File: src/shplc_pkg.sv
// Purpose: Shared constants and types for the serial host port.
// Assumes: One system clock of 10 MHz at both ends.
// Notes: Frame is 16 bits, LSB first: R/W, 7 address, 8 data.
package shplc_pkg;
  ////////////////////////////////////////////////////////////////////////
  // Timing
  localparam int CLK_NS = 100; // System clock period in ns
  localparam int MRST_US = 10; // Least master reset low time in us
  localparam int MRST_CYC = (MRST_US * 1000 + CLK_NS - 1) / CLK_NS;
  localparam int MRST_HOLD_CYC = 2 * MRST_CYC; // Host hold margin
  localparam int SCLK_HALF = 8; // System cycles per serial half period
  ////////////////////////////////////////////////////////////////////////
  // Frame layout
  localparam int XFER_BITS = 16; // Serial clocks per transaction
  localparam int HDR_BITS = 8; // R/W plus address
  localparam int ADDR_W = 7;
  localparam int DATA_W = 8;
  localparam int ALARM_W = 8;
  localparam int LOOP_W = 5;
  ////////////////////////////////////////////////////////////////////////
  // Device registers
  localparam logic [6:0] DREG_CTRL = 7'h00; // Loop selects, flush
  localparam logic [6:0] DREG_ALARM = 7'h01; // Alarm status, read acks
  localparam logic [7:0] CTRL_RST = 8'h00; // All modes disabled
  localparam int CB_SRL = 0; // Serial remote loopback
  localparam int CB_PRL = 1; // Parallel remote loopback
  localparam int CB_LDL = 2; // Local digital loopback
  localparam int CB_LTJ = 3; // Line timed, dejittered
  localparam int CB_LTD = 4; // Line timed, direct
  localparam int CB_DIV32 = 5; // Direct line timing divides by 32
  localparam int CB_FLUSH = 6; // Transmit FIFO flush, self clearing
  localparam logic [7:0] CTRL_MASK = 8'h3F; // Stored control bits
  ////////////////////////////////////////////////////////////////////////
  // Host controller registers
  localparam int HBUS_AW = 2;
  localparam int HBUS_DW = 16;
  localparam logic [1:0] HREG_CMD = 2'h0; // Write starts a transfer
  localparam logic [1:0] HREG_STAT = 2'h1; // Busy, interrupt, read data
  localparam logic [1:0] HREG_PINS = 2'h2; // Strap and mode pins
  localparam int HC_READ = 7; // CMD: read when set
  localparam int HC_WDATA = 8; // CMD: write data low bit
  localparam int HS_BUSY = 0;
  localparam int HS_INT = 1;
  localparam int HS_RDATA = 8;
  localparam int HP_PATH = 0; // PINS: control path select
  localparam int HP_LOOP = 1; // PINS: loop pins low bit
  localparam int HP_MRST = 6; // PINS: pulse a master reset
  ////////////////////////////////////////////////////////////////////////
  // Types
  typedef enum logic [1:0] {
    SHPLC_TX_NORMAL = 2'b00, // Serializer from parallel input
    SHPLC_TX_RX_SERIAL = 2'b01, // Receive serial looped straight back
    SHPLC_TX_RX_PAR = 2'b10 // Recovered data looped at parallel side
  } shplc_txsrc_t;
  typedef enum logic [1:0] {
    SHPLC_H_IDLE = 2'b00,
    SHPLC_H_SETUP = 2'b01,
    SHPLC_H_SHIFT = 2'b10,
    SHPLC_H_GAP = 2'b11
  } shplc_hstate_t;
endpackage

File: src/shplc_if.sv
// Purpose: Pins between the host processor and the transceiver.
// Assumes: Interrupt line has a pull-up; mode pins have pull-downs.
// Notes: Open-drain interrupt resolved here from the enable.
`timescale 1ns/1ps
interface shplc_if;
  logic cs_n; // Chip select, active low
  logic sclk; // Serial clock from host
  logic serial_port_in; // Host to device data
  logic serial_port_out; // Device to host data
  logic int_o; // Device interrupt drive value
  logic int_oe; // Device interrupt drive enable
  logic int_n; // Resolved interrupt line
  logic reset_n; // Master reset, active low
  logic control_path_select; // High selects host register path
  logic [4:0] loop_pins; // Hardware mode loop pins
  // Pull-up when nobody drives
  assign int_n = int_oe ? int_o : 1'b1;
  modport dev (input cs_n, sclk, serial_port_in, reset_n,
    control_path_select, loop_pins, output serial_port_out, int_o, int_oe);
  modport host (output cs_n, sclk, serial_port_in, reset_n,
    control_path_select, loop_pins, input serial_port_out, int_n);
endinterface

File: src/shplc_dev.sv
// Purpose: Device end: serial register port, interrupt, loop control.
// Assumes: Pins are asynchronous to clk_sys; alarm_in is on clk_sys.
// Notes: Serial clock is oversampled, so it must be slow vs clk_sys.
// Notes on behaviour
// - Strap high selects registers, low selects pins
// - Chip select low enables port, high disables
// - Host deasserts select between single transfers
// - A transfer is exactly sixteen serial clocks
// - Data in sampled on serial clock rise
// - Read data changes on falls eight-fifteen, bit0 first
// - Host captures read data on rises nine-sixteen
// - Alarm change drives open-drain interrupt low in host mode only
// - Reading alarm status releases the interrupt
// - Reset pin low over 10us restores defaults
// - Serial remote loop: receive serial to transmit
// - Parallel remote loop: recovered data to transmit
// - Host avoids other loops during parallel remote
// - Host flushes FIFO when parallel remote toggles
// - Local loop: parallel transmit to parallel receive
// - Local and serial remote loops may coexist
// - Dejittered line timing uses recovered clock reference
// - Direct line timing: multiplier uses divided recovered clock; cmu_ref_div32 only follows control bit 5, in host mode only
`timescale 1ns/1ps
module shplc_dev
  import shplc_pkg::*;
(
  input wire logic clk_sys,
  input wire logic sys_rst,
  shplc_if.dev link,
  input wire logic [ALARM_W-1:0] alarm_in,
  output logic host_mode,
  output logic serial_remote_loopback,
  output logic parallel_remote_loopback,
  output logic local_digital_loopback,
  output logic line_timed_dejittered,
  output logic line_timed_direct,
  output logic cmu_ref_div32,
  output shplc_txsrc_t tx_serial_src,
  output logic rx_par_from_tx,
  output logic rx_serial_ignored,
  output logic fifo_flush
);
  ////////////////////////////////////////////////////////////////////////
  // Pin synchronisers
  localparam int SYN_W = 10;
  logic [SYN_W-1:0] pins_raw; // Raw asynchronous pins
  logic [SYN_W-1:0] s1_q; // First stage, read only by s2_q
  logic [SYN_W-1:0] s2_q; // Second stage, safe to use
  logic sclk_s3_q; // Delayed serial clock for edges
  logic cs_act; // Chip select low
  logic sclk_rise;
  logic sclk_fall;
  logic sdi_s;
  logic rst_pin_low;
  logic path_s;
  logic [LOOP_W-1:0] loop_s;

  assign pins_raw = {link.reset_n, link.control_path_select,
    link.loop_pins, link.cs_n, link.sclk, link.serial_port_in};
  assign rst_pin_low = ~s2_q[9];
  assign path_s = s2_q[8];
  assign loop_s = s2_q[7:3];
  assign cs_act = ~s2_q[2];
  assign sdi_s = s2_q[0];

  // Two flops on every pin
  always_ff @(posedge clk_sys or posedge sys_rst) begin
    if (sys_rst) begin
      s1_q <= 10'h204; // Reset and chip select idle high, path low
      s2_q <= 10'h204;
      sclk_s3_q <= 1'b0;
    end else begin
      s1_q <= pins_raw;
      s2_q <= s1_q;
      sclk_s3_q <= s2_q[1];
    end
  end
  assign sclk_rise = s2_q[1] & ~sclk_s3_q;
  assign sclk_fall = ~s2_q[1] & sclk_s3_q;

  ////////////////////////////////////////////////////////////////////////
  // Master reset filter
  logic [7:0] mrst_cnt_q; // Cycles the reset pin has been low
  logic mrst; // Pin low for longer than the least time

  // Count low time, saturate at the limit
  always_ff @(posedge clk_sys or posedge sys_rst) begin
    if (sys_rst) begin
      mrst_cnt_q <= 8'h00;
    end else if (!rst_pin_low) begin
      mrst_cnt_q <= 8'h00;
    end else if (mrst_cnt_q != 8'(MRST_CYC)) begin
      mrst_cnt_q <= mrst_cnt_q + 8'h01;
    end
  end
  assign mrst = (mrst_cnt_q == 8'(MRST_CYC));

  ////////////////////////////////////////////////////////////////////////
  // Serial frame engine
  logic [4:0] cnt_q; // Rising serial edges since select fell
  logic [15:0] shin_q; // Incoming bits, LSB first from the top
  logic [7:0] rdsh_q; // Outgoing read data
  logic rd_act_q; // Current frame is a read
  logic sdo_q;
  logic hdr_done; // Eighth rise seen
  logic last_rise; // Sixteenth rise seen
  logic [6:0] hdr_addr;
  logic wr_commit;
  logic rd_alarm; // Read of alarm status starting
  logic [7:0] ctrl_q;
  logic [7:0] rd_mux;

  assign hdr_done = cs_act & sclk_rise & (cnt_q == 5'(HDR_BITS - 1));
  assign last_rise = cs_act & sclk_rise & (cnt_q == 5'(XFER_BITS - 1));
  assign hdr_addr = {sdi_s, shin_q[15:10]};
  assign wr_commit = last_rise & ~shin_q[1] & ~mrst;
  assign rd_alarm = hdr_done & shin_q[9] & (hdr_addr == DREG_ALARM);

  // Read data selection
  always_comb begin
    rd_mux = 8'h00; // Unmapped reads zero
    if (hdr_addr == DREG_CTRL) begin
      rd_mux = ctrl_q;
    end else if (hdr_addr == DREG_ALARM) begin
      rd_mux = alarm_in;
    end
  end

  // Edge count, cleared whenever select is high
  always_ff @(posedge clk_sys or posedge sys_rst) begin
    if (sys_rst) begin
      cnt_q <= 5'h00;
    end else if (!cs_act || mrst) begin
      cnt_q <= 5'h00;
    end else if (sclk_rise && cnt_q != 5'(XFER_BITS + 1)) begin
      cnt_q <= cnt_q + 5'h01; // Overlong frames stick at 17
    end
  end

  // Shift in on each rise while selected
  always_ff @(posedge clk_sys or posedge sys_rst) begin
    if (sys_rst) begin
      shin_q <= 16'h0000;
    end else if (cs_act && sclk_rise) begin
      shin_q <= {sdi_s, shin_q[15:1]};
    end
  end

  // Read launch and output shifting
  always_ff @(posedge clk_sys or posedge sys_rst) begin
    if (sys_rst) begin
      rd_act_q <= 1'b0;
      rdsh_q <= 8'h00;
      sdo_q <= 1'b0;
    end else if (!cs_act || mrst) begin
      rd_act_q <= 1'b0;
      sdo_q <= 1'b0;
    end else if (hdr_done) begin
      rd_act_q <= shin_q[9]; // First bit set means read
      rdsh_q <= rd_mux;
    end else if (sclk_fall && rd_act_q && cnt_q >= 5'(HDR_BITS)
        && cnt_q < 5'(XFER_BITS)) begin
      sdo_q <= rdsh_q[0]; // Bit 0 on fall of clock eight
      rdsh_q <= {1'b0, rdsh_q[7:1]};
    end
  end
  assign link.serial_port_out = sdo_q;

  ////////////////////////////////////////////////////////////////////////
  // Control register
  logic flush_q;

  // Written on the sixteenth rise; defaults on long reset pin
  always_ff @(posedge clk_sys or posedge sys_rst) begin
    if (sys_rst) begin
      ctrl_q <= CTRL_RST;
      flush_q <= 1'b0;
    end else if (mrst) begin
      ctrl_q <= CTRL_RST;
      flush_q <= 1'b0;
    end else begin
      flush_q <= 1'b0;
      if (wr_commit && shin_q[8:2] == DREG_CTRL) begin
        ctrl_q <= {sdi_s, shin_q[15:9]} & CTRL_MASK;
        flush_q <= shin_q[9 + CB_FLUSH]; // Host flush request
      end
    end
  end
  assign fifo_flush = flush_q;

  ////////////////////////////////////////////////////////////////////////
  // Alarm interrupt
  logic [ALARM_W-1:0] alarm_q; // Previous alarm status
  logic int_pend_q;
  logic int_oe_q;

  // Set on change, cleared by status read; set wins
  always_ff @(posedge clk_sys or posedge sys_rst) begin
    if (sys_rst) begin
      alarm_q <= '0;
      int_pend_q <= 1'b0;
      int_oe_q <= 1'b0;
    end else begin
      alarm_q <= alarm_in;
      if (alarm_in != alarm_q) begin
        int_pend_q <= 1'b1;
      end else if (rd_alarm || mrst) begin
        int_pend_q <= 1'b0;
      end
      int_oe_q <= int_pend_q & path_s; // Host mode only
    end
  end
  assign link.int_o = 1'b0; // Only ever pulls low
  assign link.int_oe = int_oe_q;

  ////////////////////////////////////////////////////////////////////////
  // Mode selection and datapath steering
  logic [LOOP_W-1:0] mode; // Effective loop selections

  // Registers in host mode, pins in hardware mode
  assign mode = path_s ? ctrl_q[LOOP_W-1:0] : loop_s;

  always_ff @(posedge clk_sys or posedge sys_rst) begin
    if (sys_rst) begin
      host_mode <= 1'b0;
      serial_remote_loopback <= 1'b0;
      parallel_remote_loopback <= 1'b0;
      local_digital_loopback <= 1'b0;
      line_timed_dejittered <= 1'b0;
      line_timed_direct <= 1'b0;
      cmu_ref_div32 <= 1'b0;
      tx_serial_src <= SHPLC_TX_NORMAL;
      rx_par_from_tx <= 1'b0;
      rx_serial_ignored <= 1'b0;
    end else begin
      host_mode <= path_s;
      serial_remote_loopback <= mode[CB_SRL];
      parallel_remote_loopback <= mode[CB_PRL];
      local_digital_loopback <= mode[CB_LDL];
      line_timed_dejittered <= mode[CB_LTJ];
      line_timed_direct <= mode[CB_LTD];
      cmu_ref_div32 <= path_s & ctrl_q[CB_DIV32];
      if (mode[CB_PRL]) begin
        tx_serial_src <= SHPLC_TX_RX_PAR; // Wins if misused
      end else if (mode[CB_SRL]) begin
        tx_serial_src <= SHPLC_TX_RX_SERIAL;
      end else begin
        tx_serial_src <= SHPLC_TX_NORMAL;
      end
      // Local loop works alongside serial remote
      rx_par_from_tx <= mode[CB_LDL];
      rx_serial_ignored <= mode[CB_LDL];
    end
  end
endmodule

File: src/flat_wrapper.sv
// flat-port wrapper written by rule: the top's interface ports become plain ports
module shplc_dev_flat import shplc_pkg::*;
  (clk_sys, sys_rst, alarm_in, host_mode, serial_remote_loopback, parallel_remote_loopback, local_digital_loopback, line_timed_dejittered, line_timed_direct, cmu_ref_div32, tx_serial_src, rx_par_from_tx, rx_serial_ignored, fifo_flush, link_cs_n, link_sclk, link_serial_port_in, link_reset_n, link_control_path_select, link_loop_pins, link_serial_port_out, link_int_o, link_int_oe);
  shplc_if link_i ();
  input wire logic clk_sys;
  input wire logic sys_rst;
  input wire logic [ALARM_W-1:0] alarm_in;
  output logic host_mode;
  output logic serial_remote_loopback;
  output logic parallel_remote_loopback;
  output logic local_digital_loopback;
  output logic line_timed_dejittered;
  output logic line_timed_direct;
  output logic cmu_ref_div32;
  output shplc_txsrc_t tx_serial_src;
  output logic rx_par_from_tx;
  output logic rx_serial_ignored;
  output logic fifo_flush;
  input wire logic [$bits(link_i.cs_n)-1:0] link_cs_n;
  input wire logic [$bits(link_i.sclk)-1:0] link_sclk;
  input wire logic [$bits(link_i.serial_port_in)-1:0] link_serial_port_in;
  input wire logic [$bits(link_i.reset_n)-1:0] link_reset_n;
  input wire logic [$bits(link_i.control_path_select)-1:0] link_control_path_select;
  input wire logic [$bits(link_i.loop_pins)-1:0] link_loop_pins;
  output wire logic [$bits(link_i.serial_port_out)-1:0] link_serial_port_out;
  output wire logic [$bits(link_i.int_o)-1:0] link_int_o;
  output wire logic [$bits(link_i.int_oe)-1:0] link_int_oe;
  assign link_i.cs_n = link_cs_n;
  assign link_i.sclk = link_sclk;
  assign link_i.serial_port_in = link_serial_port_in;
  assign link_i.reset_n = link_reset_n;
  assign link_i.control_path_select = link_control_path_select;
  assign link_i.loop_pins = link_loop_pins;
  assign link_serial_port_out = link_i.serial_port_out;
  assign link_int_o = link_i.int_o;
  assign link_int_oe = link_i.int_oe;
  shplc_dev u_core (.clk_sys(clk_sys), .sys_rst(sys_rst), .link(link_i), .alarm_in(alarm_in), .host_mode(host_mode), .serial_remote_loopback(serial_remote_loopback), .parallel_remote_loopback(parallel_remote_loopback), .local_digital_loopback(local_digital_loopback), .line_timed_dejittered(line_timed_dejittered), .line_timed_direct(line_timed_direct), .cmu_ref_div32(cmu_ref_div32), .tx_serial_src(tx_serial_src), .rx_par_from_tx(rx_par_from_tx), .rx_serial_ignored(rx_serial_ignored), .fifo_flush(fifo_flush));
endmodule
File: config.mk
export PLATFORM = sky130hd
export DESIGN_NAME = shplc_dev_flat
export DESIGN_NICKNAME = d
export VERILOG_FILES = /design/src/shplc_pkg.sv /design/src/shplc_if.sv /design/src/shplc_dev.sv /design/src/flat_wrapper.sv
export SDC_FILE = /design/constraint.sdc
export NUM_CORES = 1
export LEC_CHECK = 0
export BUFFER_PORTS_ARGS = -buffer_cell sky130_fd_sc_hd__buf_2
export CORE_UTILIZATION = 52
export DETAILED_ROUTE_END_ITERATION = 6
export GPL_TIMING_DRIVEN = 0
export HOLD_SLACK_MARGIN = 0.15
export MAX_ROUTING_LAYER = met4
export PLACE_DENSITY_LB_ADDON = 0.05
export SETUP_SLACK_MARGIN = 0.1
export SYNTH_ARGS = -nofsm -noshare
export SYNTH_HDL_FRONTEND = slang
export SYNTH_SLANG_ARGS = --single-unit
File: constraint.sdc
create_clock -name clk_sys -period 2.5 [get_ports clk_sys]
set_clock_uncertainty 0.1 [all_clocks]
set_input_delay 0.375 -clock clk_sys [delete_from_list [all_inputs] [get_ports clk_sys]]
set_output_delay 0.375 -clock clk_sys [all_outputs]
set_load 0.05 [all_outputs]
==> out/metrics.yaml <==
yosys.area.top_type: "dfrtp_1"
crit_fanout: 7
postLayoutCellArea_um2: 4090
track_usage_pct: 19.9
slew_violations: 0
cap_violations: 0
clock_sinks: 84
overflow: 0
crit_path_max_incr_delay_ps: 410
io_pins: 35
clock_latency_ps: 340
yosysUniqueCellTypes: 50
syn_to_final_growth_pct: 20.6
ys_ff_latch: 84
cts_tree: "built"
htreeDepth: 3
required_ps: 2670
power_density_nw_per_um2: 663
post-route-period-util_pct: 84.6
num-fill-cells: 480
wl_per_cell_um: 13.8
timing.critical_path.buf_inv: 0
power.leakage_uw: 0.00184
drt-total-wl_um: 5670
rows: 29
grt_max_degree: 41
finalSetupTns_ps: 0
chipHeight_um: 82.8
max_freq_ghz: 0.473
setup_viol_count_final: 0
drc: 0
routed_via_density: 5.16
async_reset_ff_share_pct: 100
rsz0062_at_grt: "no"
synth_ff_type: "dfrtp_1"
first_pass_iters: 4
clk_pin_slew_ps: 80
yosys-top-cells-count: "dfrtp_1 (80), inv_1 (18), nand2_1 (17)"
die_x_um: 82.8
num_vias: 2115
hold_class: "flip-flop to flip-flop"
max-vdd-ir-drop_mv: 0.467
post_dp_cell_area_um2: 3700
ys_warn_count: 0
path_class: "flip-flop to flip-flop"
postSynthCellCount: 263
cts_buffers: 9
drive_above_1_share_pct: 27.3
period_needed_ps: 2120
synth_top_area_share_pct: 59.0
clockBufferDepth: 2
cp_top_family: "simple AND/OR/NAND/NOR gates"
syn-num-nets: 288
gp_congestion: 0.767
grt_pass1_vias: 2084
status: "finished, final reports clean"
crit_path_frequent_cell: "ha_1"
core_area_um2: 6310
ctsRootBufferMaster: "clkbuf_8"
drt_iter0_markers: 109
portBuffers: 33
cp_slowest_cell: "dfrtp_1"
final_antenna_net_count: 0
grt_pass1_wl_um: 9500
final_nets: 353
crit_chain: "ha_1, and3_1, ha_1, nor4b_1, nand4_1, nor2_4, mux2i_1"
startpoint_type: "flip-flop"
yosys-top-cells-area: "dfrtp_1 (59%), mux2_2 (4.6%), mux2i_1 (4.1%), dfstp_2 (3.1%), xnor2_1 (3.1%)"
synth-edff-count: 0
postCtsSetupBuffers: 0
hpwl_um: 3880
finalPower_uw: 2710
dieArea_um2: 6850
hold_viol: 0
yosysSeqAreaShare_pct: 62.1
antenna_found_initial: 0
synth.avg_cell_area_um2: 12.9
initial_core_util_pct: 53.7
critical_path_arrival_ps: 2280
yosysMostFrequentCell: "dfrtp_1"
diodes: 0
end_kind: "flip-flop"
synth_area_um2: 3390
report_power, final:
part	internal, uW	switching [uW]
Combinational	120	165
Clock	468	479
Sequential	1430	48.3
Total	2020	692
metrics by stage:
step           worst slack (ps)  utilization, %  std cells  hold WS (ps)
3_5_place_dp                290            58.6        375           207
5_1_grt                     187            64.8        410           265
3_3_place_gp                293            57.9        373           233
2_1_floorplan               634               -        263           231
4_1_cts                     254            64.7        410           255
6_report                    384            64.8        410           253
final timing paths:
kind | from | cells after the start | endpoint | slack (ps)
setup / recovery | u_core.cnt_q[0] | 7 | u_core.ctrl_q[3] | 380
hold / removal | u_core.s1_q[8] | 0 | u_core.s2_q[8] | 250
setup reg to reg | u_core.cnt_q[0] | 7 | u_core.ctrl_q[3] | 380
hold reg to reg | u_core.s1_q[8] | 0 | u_core.s2_q[8] | 250
max in group asynchronous | sys_rst | 4 | u_core.s2_q[9] | 1400
min in group asynchronous | sys_rst | 3 | u_core.serial_remote_loopback | 400
cells by family (layout without fill, tap and decap cells):
logic type | after synthesis | in the layout | synth area share (%)
xor gates and xnor gates | 14 | 14 | 3.61
AOI/OAI and AO/OA | 31 | 31 | 7.93
adders and majority gates | 5 | 5 | 1.84
other | 1 | 1 | 0.111
muxes | 28 | 28 | 8.78
buffers and inverters | 29 | 99 | 4.06
DFF | 84 | 84 | 62.1
and+or+nand+nor | 71 | 71 | 11.5
final cells by class:
class                      count  area, um^2  share of cell area (%)
sequential                    84        2110                    51.5
multi-input combinational    150        1150                    28.2
timing repair buffer          54         395                    9.66
clock buffer                   9         124                    3.03
tap                           77        96.3                    2.35
clock inverter                 7        75.1                    1.83
inverter                      18        71.3                    1.74
buffer                        11        70.1                    1.71
sequential cells by signal, indices dropped and copies added (netlist names), 5 cells and up:
name	count
u_core.cnt_q	5
u_core.alarm_q	8
u_core.shin_q	15
u_core.s2_q	10
u_core.s1_q	10
u_core.rdsh_q	8
u_core.ctrl_q	6
u_core.mrst_cnt_q	8
what timing repair did:
action / in CTS / in global routing
setup endpoints to repair: 0 / 2
hold endpoints to repair: 98 / 0
hold buffers: 19 / 0
gates resized for setup: 0 / 1
cells in the final DEF (no fill, tap or decap), drive strengths merged, types with 2 or more instances in the layout:
cell type | netlist | layout
a21oi | 4 | 4
a31oi | 2 | 2
and2 | 4 | 4
and3 | 2 | 2
buf | 9 | 44
clkbuf | 2 | 11
clkinv | 0 | 4
dfrtp | 80 | 80
dfstp | 4 | 4
dlygate4sd3 | 0 | 19
ha | 5 | 5
inv | 18 | 19
mux2 | 14 | 14
mux2i | 14 | 14
nand2 | 18 | 18
nand2b | 2 | 2
nand3 | 9 | 9
nand4 | 5 | 5
nor2 | 14 | 14
nor2b | 2 | 2
nor3 | 4 | 4
nor4 | 2 | 2
o21a | 2 | 2
o21ai | 8 | 8
o21bai | 2 | 2
o221ai | 6 | 6
or3 | 2 | 2
xnor2 | 12 | 12
xor2 | 2 | 2
routing by layer:
metal / routed length [um] / GRT usage (%) / up-vias
met2: 2510 / 28.0 / 37
met5: 0 / - / -
li1: - / - / 1029
met3: 190 / 4.07 / 10
met1: 2860 / 27.5 / 1039
met4: 108 / 9.48 / 0
(Power assumes the default switching activity.)
